`config.mk`:
```
export PLATFORM = sky130hd
export DESIGN_NAME = card_block_ctrl
export DESIGN_NICKNAME = d
export VERILOG_FILES = /design/src/verilog/card_block_pkg.sv /design/src/verilog/byte_stream_if.sv /design/src/verilog/card_block_ctrl.sv /design/src/verilog/tx_fifo.sv
export SDC_FILE = /design/constraint.sdc
export NUM_CORES = 2
export LEC_CHECK = 0
export BUFFER_PORTS_ARGS = -buffer_cell sky130_fd_sc_hd__buf_4
export CAP_MARGIN = 30
export CORE_MARGIN = 4
export CORE_UTILIZATION = 30
export CTS_BUF_LIST = sky130_fd_sc_hd__clkbuf_8
export CTS_CLUSTER_DIAMETER = 150
export DETAILED_ROUTE_END_ITERATION = 12
export PLACE_DENSITY_LB_ADDON = 0.15
export SLEW_MARGIN = 20
export SYNTH_ARGS = -nofsm -noshare
export SYNTH_HDL_FRONTEND = slang
export SYNTH_SLANG_ARGS = --single-unit
```
`constraint.sdc`:
```
create_clock -name clk -period 8.2 [get_ports clk]
set_input_delay 0.41 -clock clk [delete_from_list [all_inputs] [get_ports clk]]
set_output_delay 0.41 -clock clk [all_outputs]
set_load 0.03 [all_outputs]
```
`src/verilog/card_block_pkg.sv`:
```
// Constants and types shared by the contactless block controller, its assertions and its test bench.
// Assumes a front end that delivers de-framed, CRC-checked bytes and reports CRC faults.
package card_block_pkg;
    // Largest data field between start and end of frame
    localparam logic [8:0] DATA_MAX = 9'h100;
    // Response store depth and card chaining segment length
    localparam int RESP_DEPTH_DEF = 256;
    localparam int SEG_LEN_DEF = 64;
    // Protocol control byte codes
    localparam logic [7:0] PCB_I_BASE = 8'h02;
    localparam logic [7:0] PCB_R_ACK = 8'hA2;
    localparam logic [7:0] PCB_S_DESEL = 8'hC2;
    localparam logic [1:0] PCB_TYPE_I = 2'h0;
    localparam logic [1:0] PCB_TYPE_R = 2'h2;
    localparam logic [1:0] PCB_TYPE_S = 2'h3;
    localparam logic [2:0] PCB_LOW_FIXED = 3'h1;
    localparam int CHAIN_BIT = 4;
    localparam int NAK_BIT = 4;
    localparam int TYPE6_BIT = 5;
    // Command class byte value and block number after activation
    localparam logic [7:0] CLA_VALUE = 8'h00;
    localparam logic BN_INIT = 1'b1;

    // Gray along idle -> collect -> transmit -> halt
    typedef enum logic [1:0] {
        ST_IDLE = 2'h0,
        ST_APP = 2'h1,
        ST_TX = 2'h3,
        ST_HALT = 2'h2
    } ctrl_state_e;

    typedef enum logic [1:0] {
        TX_I = 2'h0,
        TX_ACK = 2'h1,
        TX_DESEL = 2'h2
    } tx_kind_e;
endpackage

```
`src/verilog/byte_stream_if.sv`:
```
// Byte stream carrier with valid, ready and end-of-frame marker.
// Assumes both ends share one clock.
`timescale 1ns/10ps
`default_nettype none
interface byte_stream_if #(parameter int W = 8);
    logic valid;
    logic ready;
    logic last;
    logic [W-1:0] data;
    modport src(output valid, output data, output last, input ready);
    modport snk(input valid, input data, input last, output ready);
endinterface
`default_nettype wire

```
`src/verilog/card_block_ctrl.sv`:
```
// Card side block numbering, acknowledgement and chaining for a proximity card link.
// Assumes the front end strips framing and CRC, flags CRC faults on the last byte,
// and raises activate once when the reader activates the card.
// Function
// - Card block number starts at one per activation
// - Card toggles number on each received I-block
// - Card toggles on mismatched ACK, never on NAK
// - Card transmits only after receiving a block
// - Chained I-block is answered with R(ACK)
// - Answer DESELECT only; other S-blocks unsupported
// - Unchained I-block gets an affirmative I-block reply
// - Matching ACK or NAK resends last I-block
// - Mismatched NAK is answered with R(ACK)
// - Mismatched ACK while chaining sends next segment
// - Commands and responses travel as APDUs in INF
// - R-blocks carry no INF; acknowledge latest block
// - Data field at most 256 bytes
`timescale 1ns/10ps
`default_nettype none
module card_block_ctrl #(
    parameter int RESP_DEPTH = card_block_pkg::RESP_DEPTH_DEF,
    parameter int SEG_LEN = card_block_pkg::SEG_LEN_DEF
) (
    input wire logic clk,                // System clock, 125 MHz
    input wire logic rst_b,              // Synchronous reset, active low
    input wire logic activate,           // Card activated by reader, pulse
    input wire logic rx_valid,           // Received byte strobe
    input wire logic [7:0] rx_data,      // Received byte
    input wire logic rx_last,            // Last byte of received frame
    input wire logic rx_err,             // Frame fault, with rx_last
    output logic apdu_valid,             // Command APDU byte strobe
    output logic [7:0] apdu_data,        // Command APDU byte
    output logic apdu_first,             // First byte of an APDU
    output logic apdu_end,               // Command APDU complete, pulse
    output logic apdu_abort,             // Drop bytes of the current block
    output logic cla_err,                // Class byte not zero, pulse
    input wire logic resp_valid,         // Response byte strobe
    input wire logic [7:0] resp_data,    // Response byte, data then SW1 SW2
    input wire logic resp_last,          // Last response byte (SW2)
    output logic resp_ready,             // Response byte accepted
    output logic tx_valid,               // Transmit byte available
    output logic [7:0] tx_data,          // Transmit byte
    output logic tx_last,                // Last byte of transmit frame
    input wire logic tx_ready,           // Front end takes byte
    output logic halted                  // Deselected or not yet activated
);
    import card_block_pkg::*;

    localparam int LW = $clog2(RESP_DEPTH) + 1;
    localparam logic [LW-1:0] SEG_W = LW'(SEG_LEN);
    localparam logic [LW-1:0] DEPTH_W = LW'(RESP_DEPTH);

    typedef struct packed {
        ctrl_state_e st;
        tx_kind_e kind;
        logic bn;
        logic have_i;
        logic rx_bad;
        logic cmd_first;
        logic blk_first;
        logic [8:0] rx_cnt;
        logic [7:0] pcb;
        logic [LW-1:0] resp_len;
        logic [LW-1:0] seg_base;
        logic [LW-1:0] tx_idx;
        logic [7:0] apdu_data;
        logic apdu_valid;
        logic apdu_first;
        logic apdu_end;
        logic apdu_abort;
        logic cla_err;
    } ctrl_s;

    ctrl_s r, n;
    logic [7:0] mem [RESP_DEPTH];
    logic [LW-1:0] seg_left, seg_n, rd_addr;
    logic card_chain, pcb_legal, fwd_inf, same_bn, frame_bad;
    logic [7:0] pcb_now, tx_byte;

    byte_stream_if #(.W(8)) txq();

    // Reserved PCB bits must match; CID and NAD are refused, S accepts DESELECT only
    function automatic logic pcb_ok(input logic [7:0] p);
        logic ok;
        ok = 1'b0;
        case (p[7:6])
            PCB_TYPE_I: begin
                ok = !p[TYPE6_BIT] && (p[3:1] == PCB_LOW_FIXED);
            end
            PCB_TYPE_R: begin
                ok = p[TYPE6_BIT] && (p[3:1] == PCB_LOW_FIXED);
            end
            PCB_TYPE_S: begin
                ok = (p == PCB_S_DESEL);
            end
            default: begin
                ok = 1'b0;
            end
        endcase
        return ok;
    endfunction

    // The first byte of a frame is its PCB, later bytes are INF
    assign pcb_now = (r.rx_cnt == 9'h000) ? rx_data : r.pcb;
    assign pcb_legal = pcb_ok(pcb_now);
    assign fwd_inf = (r.rx_cnt != 9'h000) && (pcb_now[7:6] == PCB_TYPE_I) && pcb_legal;
    assign same_bn = (pcb_now[0] == r.bn);

    // Segment bookkeeping for card chaining of long responses
    assign seg_left = r.resp_len - r.seg_base;
    assign card_chain = (seg_left > SEG_W);
    assign seg_n = card_chain ? SEG_W : seg_left;
    assign rd_addr = r.seg_base + r.tx_idx - LW'(1);

    // Transmit byte: PCB first, then the stored segment for I-blocks
    always_comb begin
        case (r.kind)
            TX_I: begin
                if (r.tx_idx == '0) begin
                    tx_byte = PCB_I_BASE | {3'h0, card_chain, 3'h0, r.bn};
                end else begin
                    tx_byte = mem[rd_addr[LW-2:0]];
                end
            end
            TX_ACK: begin
                tx_byte = PCB_R_ACK | {7'h00, r.bn};
            end
            default: begin
                tx_byte = PCB_S_DESEL;
            end
        endcase
    end

    assign txq.valid = (r.st == ST_TX);
    assign txq.data = tx_byte;
    assign txq.last = (r.kind != TX_I) || (r.tx_idx == seg_n);
    assign resp_ready = (r.st == ST_APP);

    // Block control state machine
    always_comb begin
        n = r;
        n.apdu_valid = 1'b0;
        n.apdu_end = 1'b0;
        n.apdu_abort = 1'b0;
        n.cla_err = 1'b0;
        frame_bad = 1'b0;
        case (r.st)
            ST_IDLE: begin
                // Frames are only taken here, so nothing goes out unprompted
                if (rx_valid) begin
                    n.rx_cnt = (r.rx_cnt == 9'h1FF) ? r.rx_cnt : r.rx_cnt + 9'h001;
                    if (r.rx_cnt == 9'h000) begin
                        n.pcb = rx_data;
                        n.blk_first = r.cmd_first;
                    end
                    if (r.rx_cnt >= DATA_MAX) begin
                        n.rx_bad = 1'b1;
                    end
                    if (fwd_inf) begin
                        n.apdu_valid = 1'b1;
                        n.apdu_data = rx_data;
                        n.apdu_first = r.cmd_first;
                        n.cmd_first = 1'b0;
                        n.cla_err = r.cmd_first && (rx_data != CLA_VALUE);
                    end
                    if (rx_last) begin
                        // R and S blocks with any INF byte are illegal
                        frame_bad = n.rx_bad || rx_err || !pcb_legal ||
                            (pcb_now[7] && (r.rx_cnt != 9'h000));
                        n.rx_cnt = 9'h000;
                        n.rx_bad = 1'b0;
                        n.tx_idx = '0;
                        if (frame_bad) begin
                            // Stay silent; the reader recovers by timeout
                            n.apdu_abort = (r.rx_cnt != 9'h000) && !n.cmd_first;
                            n.cmd_first = (r.rx_cnt == 9'h000) ? r.cmd_first : r.blk_first;
                        end else if (pcb_now[7:6] == PCB_TYPE_I) begin
                            n.bn = ~r.bn;
                            if (pcb_now[CHAIN_BIT]) begin
                                n.kind = TX_ACK;
                                n.st = ST_TX;
                            end else begin
                                n.apdu_end = 1'b1;
                                n.cmd_first = 1'b1;
                                n.resp_len = '0;
                                n.seg_base = '0;
                                n.have_i = 1'b0;
                                n.st = ST_APP;
                            end
                        end else if (pcb_now[7:6] == PCB_TYPE_R) begin
                            if (same_bn) begin
                                // Nothing to resend before the first I-block
                                if (r.have_i) begin
                                    n.kind = TX_I;
                                    n.st = ST_TX;
                                end
                            end else if (pcb_now[NAK_BIT]) begin
                                n.kind = TX_ACK;
                                n.st = ST_TX;
                            end else begin
                                n.bn = ~r.bn;
                                if (card_chain) begin
                                    n.seg_base = r.seg_base + SEG_W;
                                    n.kind = TX_I;
                                    n.st = ST_TX;
                                end
                            end
                        end else begin
                            n.kind = TX_DESEL;
                            n.st = ST_TX;
                        end
                    end
                end
            end
            ST_APP: begin
                // A full store closes the response early to avoid overwrite
                if (resp_valid) begin
                    n.resp_len = r.resp_len + LW'(1);
                    if (resp_last || (r.resp_len == DEPTH_W - LW'(1))) begin
                        n.kind = TX_I;
                        n.tx_idx = '0;
                        n.st = ST_TX;
                    end
                end
            end
            ST_TX: begin
                if (txq.ready) begin
                    n.tx_idx = r.tx_idx + LW'(1);
                    if (txq.last) begin
                        n.tx_idx = '0;
                        n.have_i = r.have_i || (r.kind == TX_I);
                        n.st = (r.kind == TX_DESEL) ? ST_HALT : ST_IDLE;
                    end
                end
            end
            ST_HALT: begin
                n.rx_cnt = 9'h000;
            end
            default: begin
                n.st = ST_HALT;
            end
        endcase
        if (activate) begin
            n.bn = BN_INIT;
            n.st = ST_IDLE;
            n.have_i = 1'b0;
            n.rx_cnt = 9'h000;
            n.rx_bad = 1'b0;
            n.cmd_first = 1'b1;
            n.resp_len = '0;
            n.seg_base = '0;
        end
    end

    always_ff @(posedge clk) begin
        if (!rst_b) begin
            r <= '0;
            r.st <= ST_HALT;
            r.bn <= BN_INIT;
            r.cmd_first <= 1'b1;
        end else begin
            r <= n;
        end
    end

    // Response store; kept out of the state struct so it maps to RAM
    always_ff @(posedge clk) begin
        if (resp_valid && resp_ready) begin
            mem[r.resp_len[LW-2:0]] <= resp_data;
        end
    end

    // Two-entry buffer so a stalled front end loses no byte
    tx_fifo #(.WIDTH(8), .DEPTH(2)) u_tx_fifo (
        .clk(clk),
        .rst_b(rst_b),
        .in_s(txq.snk),
        .out_valid(tx_valid),
        .out_data(tx_data),
        .out_last(tx_last),
        .out_ready(tx_ready)
    );

    assign apdu_valid = r.apdu_valid;
    assign apdu_data = r.apdu_data;
    assign apdu_first = r.apdu_first;
    assign apdu_end = r.apdu_end;
    assign apdu_abort = r.apdu_abort;
    assign cla_err = r.cla_err;
    assign halted = (r.st == ST_HALT);
endmodule // card_block_ctrl
`default_nettype wire

```
`src/verilog/tx_fifo.sv`:
```
// Small FIFO between block controller and the transmit front end.
// Assumes DEPTH is a power of two; the sink may stall for any time.
`timescale 1ns/10ps
`default_nettype none
module tx_fifo #(
    parameter int WIDTH = 8,
    parameter int DEPTH = 2
) (
    input wire logic clk,                // System clock
    input wire logic rst_b,              // Synchronous reset, active low
    byte_stream_if.snk in_s,             // Bytes from the controller
    output logic out_valid,              // Byte available
    output logic [WIDTH-1:0] out_data,   // Byte value
    output logic out_last,               // Last byte of frame
    input wire logic out_ready           // Front end takes byte
);
    localparam int AW = (DEPTH > 1) ? $clog2(DEPTH) : 1;
    localparam logic [AW:0] FULL_CNT = (AW + 1)'(DEPTH);

    typedef struct packed {
        logic [DEPTH-1:0][WIDTH:0] ent;
        logic [AW-1:0] rd;
        logic [AW-1:0] wr;
        logic [AW:0] cnt;
    } fifo_s;

    fifo_s r, n;
    logic push, pop;

    // Honest full and empty; ready drops when both entries hold data
    assign in_s.ready = (r.cnt != FULL_CNT);
    assign out_valid = (r.cnt != '0);
    assign out_data = r.ent[r.rd][WIDTH-1:0];
    assign out_last = r.ent[r.rd][WIDTH];
    assign push = in_s.valid && in_s.ready;
    assign pop = out_valid && out_ready;

    // Pointer and count update
    always_comb begin
        n = r;
        if (push) begin
            n.ent[r.wr] = {in_s.last, in_s.data};
            n.wr = r.wr + AW'(1);
        end
        if (pop) begin
            n.rd = r.rd + AW'(1);
        end
        if (push && !pop) begin
            n.cnt = r.cnt + (AW + 1)'(1);
        end else if (pop && !push) begin
            n.cnt = r.cnt - (AW + 1)'(1);
        end
    end

    always_ff @(posedge clk) begin
        if (!rst_b) begin
            r <= '0;
        end else begin
            r <= n;
        end
    end
endmodule // tx_fifo
`default_nettype wire

```
==> metrics.md <==
| Metric | Value |
|---|---|
| Overall die area | `291000 sq um` |
| Rows | `just under 200` |
| Crit path kind | `flip-flop to flip-flop` |
| Final max-slew violation count | `0` |
| Root Driver | `clkbuf_8` |
| Predominant post-synthesis flop cell | `edfxtp_1` |
| Post-synth EDFFs | `about 2k` |
| Area grow syn2layout | `14.55%` |
| Clock transition at the registers of the reported paths | `approximately 0.070 ns` |
| Post-route minimum period | `between 5 and 6 ns` |
| Slew HR | `around a quarter` |
| Commonest non-fill, non-tap cells in the layout | `edfxtp_1, mux4_2, clkbuf_8, nor2_1, nand2_1` |
| Worst-path fanout max | `~110` |
| Register area | `about 63000 sq um` |
| Final wirelength | `253700 um` |
| Worst EP required | `9.05 ns` |
| #FFs+latches synth | `2130` |
| Share of layout cells above drive strength 1 | `approximately a quarter` |
| Dpl hpwl | `154500 um` |
| Longest Clk Path Bufs | `4` |
| Fin Clk Skew | `between 0.08 and 0.09 ns` |
| Initial DRT Pass Iterations | `5` |
| # resized after CTS | `0` |
| Crit path top cell by count | `a21oi_1` |
| Arrival @ worst endpoint | `around 6.4 ns` |
| Max IR drop VDD | `around 0.11 mV` |
| Yosys top cell area share | `approximately 73%` |
| CTS buffer count | `around 370` |
| Final TNS setup | `0 ns` |
| Port Buffers | `49` |
| P per Cell Area | `approximately 220 nW/um^2` |
| Worst R2R Setup Slack | `~2.6 ns` |
| Clk sinks | `between 2k and 2.5k` |
| Distinct cells, synth | `86` |
| Chip height | `around 540 um` |
| Leak pwr | `between 20 and 30 nW` |
| Worst path top cell family by delay | `compound AO/OA/AOI/OAI gates` |
| Synth Net Count | `around 4.3k` |
| Synth async-reset ratio | `0%` |
| Via count | `~44k` |
| Total placed instance area | `about 90000 sq um` |
| Slowest cell on the critical path | `a2111oi_0` |
| Die Width | `539.5 um` |
| Fin crit share | `approximately two thirds` |
| Least-Margin Pin Slew | `roughly 1.1 ns` |
| Final Cell Area | `between 90000 and 100000 sq um` |
| Pin count of the biggest net entering global routing | `~150` |
| Vias per cell | `5.055` |
| Most common cell after layout, fill and taps aside | `edfxtp_1` |
| Gr usage total | `17.07%` |
| RSZ-0062 raised after global routing | `false` |
| Per-cell routed wire length | `just under 30 um` |
| DRC | `0` |
| Grt total ovfl | `0` |
| Sequential fraction of the synthesis area | `around three quarters` |
| Routability-driven placement congestion ratio | `slightly below 0.8` |
| Area leader, netlist | `edfxtp_1` |
| Core area | `around 280000 sq um` |
| Status | `completed` |
| Vias in the first global route | `approximately 45k` |
| H-tree levels | `5` |
| Syn Area/Cell | `roughly 20 sq um` |
| Worst setup EP type | `flip-flop` |
| Post-CTS Setup Inserts | `0` |
| Post-Syn Instances | `~4.3k` |
| Hold Path Class | `input pin to flip-flop` |
| Worst-Skew Late Latency | `1.00 ns` |
| Synth warnings | `0` |
| CTS tree | `done` |
| Nets | `~4.7k` |
| Initial antenna violation count | `8` |
| Maxcap violations | `0` |
| Max Clock Freq | `0.1801 GHz` |
| Cell Area, Synth | `approximately 85000 sq um` |
| Buf+Inv Stages, Crit Path | `2` |
| # IOs | `50` |
| # setup viols final | `0` |
| Total chip power | `approximately 0.021 W` |
| CP peak stage delay | `roughly 0.92 ns` |
| Starting density of the core | `30.22%` |
| # fillers | `around 27k` |
| Antenna-violating nets left | `0` |
| Multi-input logic area | `around 20000 sq um` |
| CP Launch Type | `flip-flop` |
| Dominant cells by area after synthesis | `edfxtp_1, mux4_2, dfxtp_1, nor2_1, mux2i_1` |
| Final Hold Fails | `0` |
| Initial DRC count | `3713` |
| First-pass GRT wire length | `between 300000 and 400000 um` |
| Worst-path cell chain | `inv_1 -> ha_4 -> buf_12 -> mux4_2 -> and2_1 -> a2111oi_0 -> a311oi_1 -> a21oi_1 -> o22ai_1 -> o21ai_1 -> a21oi_1` |
## flip-flops by register name, indices dropped and copies added (netlist names)
name / flops
apdu_valid: 1
apdu_abort: 1
mem: 2048
apdu_first: 1
apdu_end: 1
cla_err: 1
u_tx_fifo.r: 22
apdu_data: 8
r: 47
## path summary, 6_finish.rpt
check               start               to  cells after the start
max                 r[13]  u_tx_fifo.r[15]                     11
min          resp_data[7]      mem[103][7]                      1
min reg2reg         r[57]            r[57]                      2
max reg2reg         r[13]  u_tx_fifo.r[15]                     11
## worst register-to-register path, cell delays in order (launching register included)
cell and delay [ns]:
dfxtp_4 0.79, inv_1 0.21, ha_4 0.87, buf_12 0.55, mux4_2 0.65, and2_1 0.18
a2111oi_0 0.92, a311oi_1 0.23, a21oi_1 0.42, o22ai_1 0.28, o21ai_1 0.23, a21oi_1 0.09
## per-layer routing
metal	GRT usage (%)	vias up	wire length (um)	part of all wire, %
li1	-	18338	-	-
met1	24.22	23705	113700	45
met2	27.38	1367	120400	47
met3	2.968	356	14130	5.6
met4	4.042	0	5449	2.1
met5	0	-	0	0
## through the flow
| step | hold slack (ns) | worst slack [ns] | std cells | utilization [%] |
|---|---|---|---|---|
| finish | 0.05507 | 2.647 | 8658 | 34.62 |
| global route | 0.07546 | 2.316 | 8658 | 34.62 |
| CTS | 0.007398 | 2.595 | 8617 | 34.50 |
| detailed placement | 0.4528 | 2.584 | 7936 | 32.07 |
| global placement | 0.4463 | 2.213 | 7880 | 31.87 |
| floorplan | 0.4363 | 4.010 | 4285 | - |
## power by group
| part | leakage, nW | internal [W] | switching [W] |
|---|---|---|---|
| Sequential | 19.1 | 0.0119 | 0.0000217 |
| Clock | 3.81 | 0.00445 | 0.00445 |
| Combinational | 6.72 | 0.0000962 | 0.000304 |
| Total | 29.6 | 0.0165 | 0.00478 |
## cells by family after synthesis
| family | after synthesis | synth area share (%) |
|---|---|---|
| AOI/OAI and AO/OA | 307 | 2.571 |
| adders and majority gates | 32 | 0.4814 |
| and+or+nand+nor | 806 | 4.233 |
| muxes | 680 | 16.00 |
| buffers and inverters | 294 | 1.790 |
| DFF | 2130 | 74.52 |
| xor gates and xnor gates | 36 | 0.4076 |
## Yosys cell counts, drive strengths merged (5+ instances only)
master and instances:
o211ai 8, a211oi 36, ha 31, or3 8, xnor2 19, a22oi 11, or2 7, nand2 213
and2 11, nor2 351, inv 33, a31oi 11, mux2 16, a2111oi 13, o21ai 52, nor4 13
nand2b 10, o2111ai 7, mux4 538, xor2 16, nor3 41, dfxtp 82, mux2i 126, nand3 65
a311oi 19, a41oi 5, clkbuf 107, o22ai 8, buf 154, nand4 29, edfxtp 2048, nor2b 24
a221o 10, a32oi 5, and3 15, a21oi 65, a221oi 31
## cell type report
class                           count  share of cell area [%]
Sequential cell                  2130                   65.06
Multi-Input combinational cell   1861                   20.90
Clock buffer                      378                   5.360
Tap cell                         3724                   4.801
Timing Repair Buffer              248                   2.338
Clock inverter                    279                   1.401
Inverter                           33                  0.1289
Antenna cell                        5                 0.01289
## repair_timing
action	in CTS	in global routing
hold endpoints to repair	386	0
setup endpoints to repair	0	0
hold buffers	24	0
No activity file was read; power rests on OpenSTA's default activity.
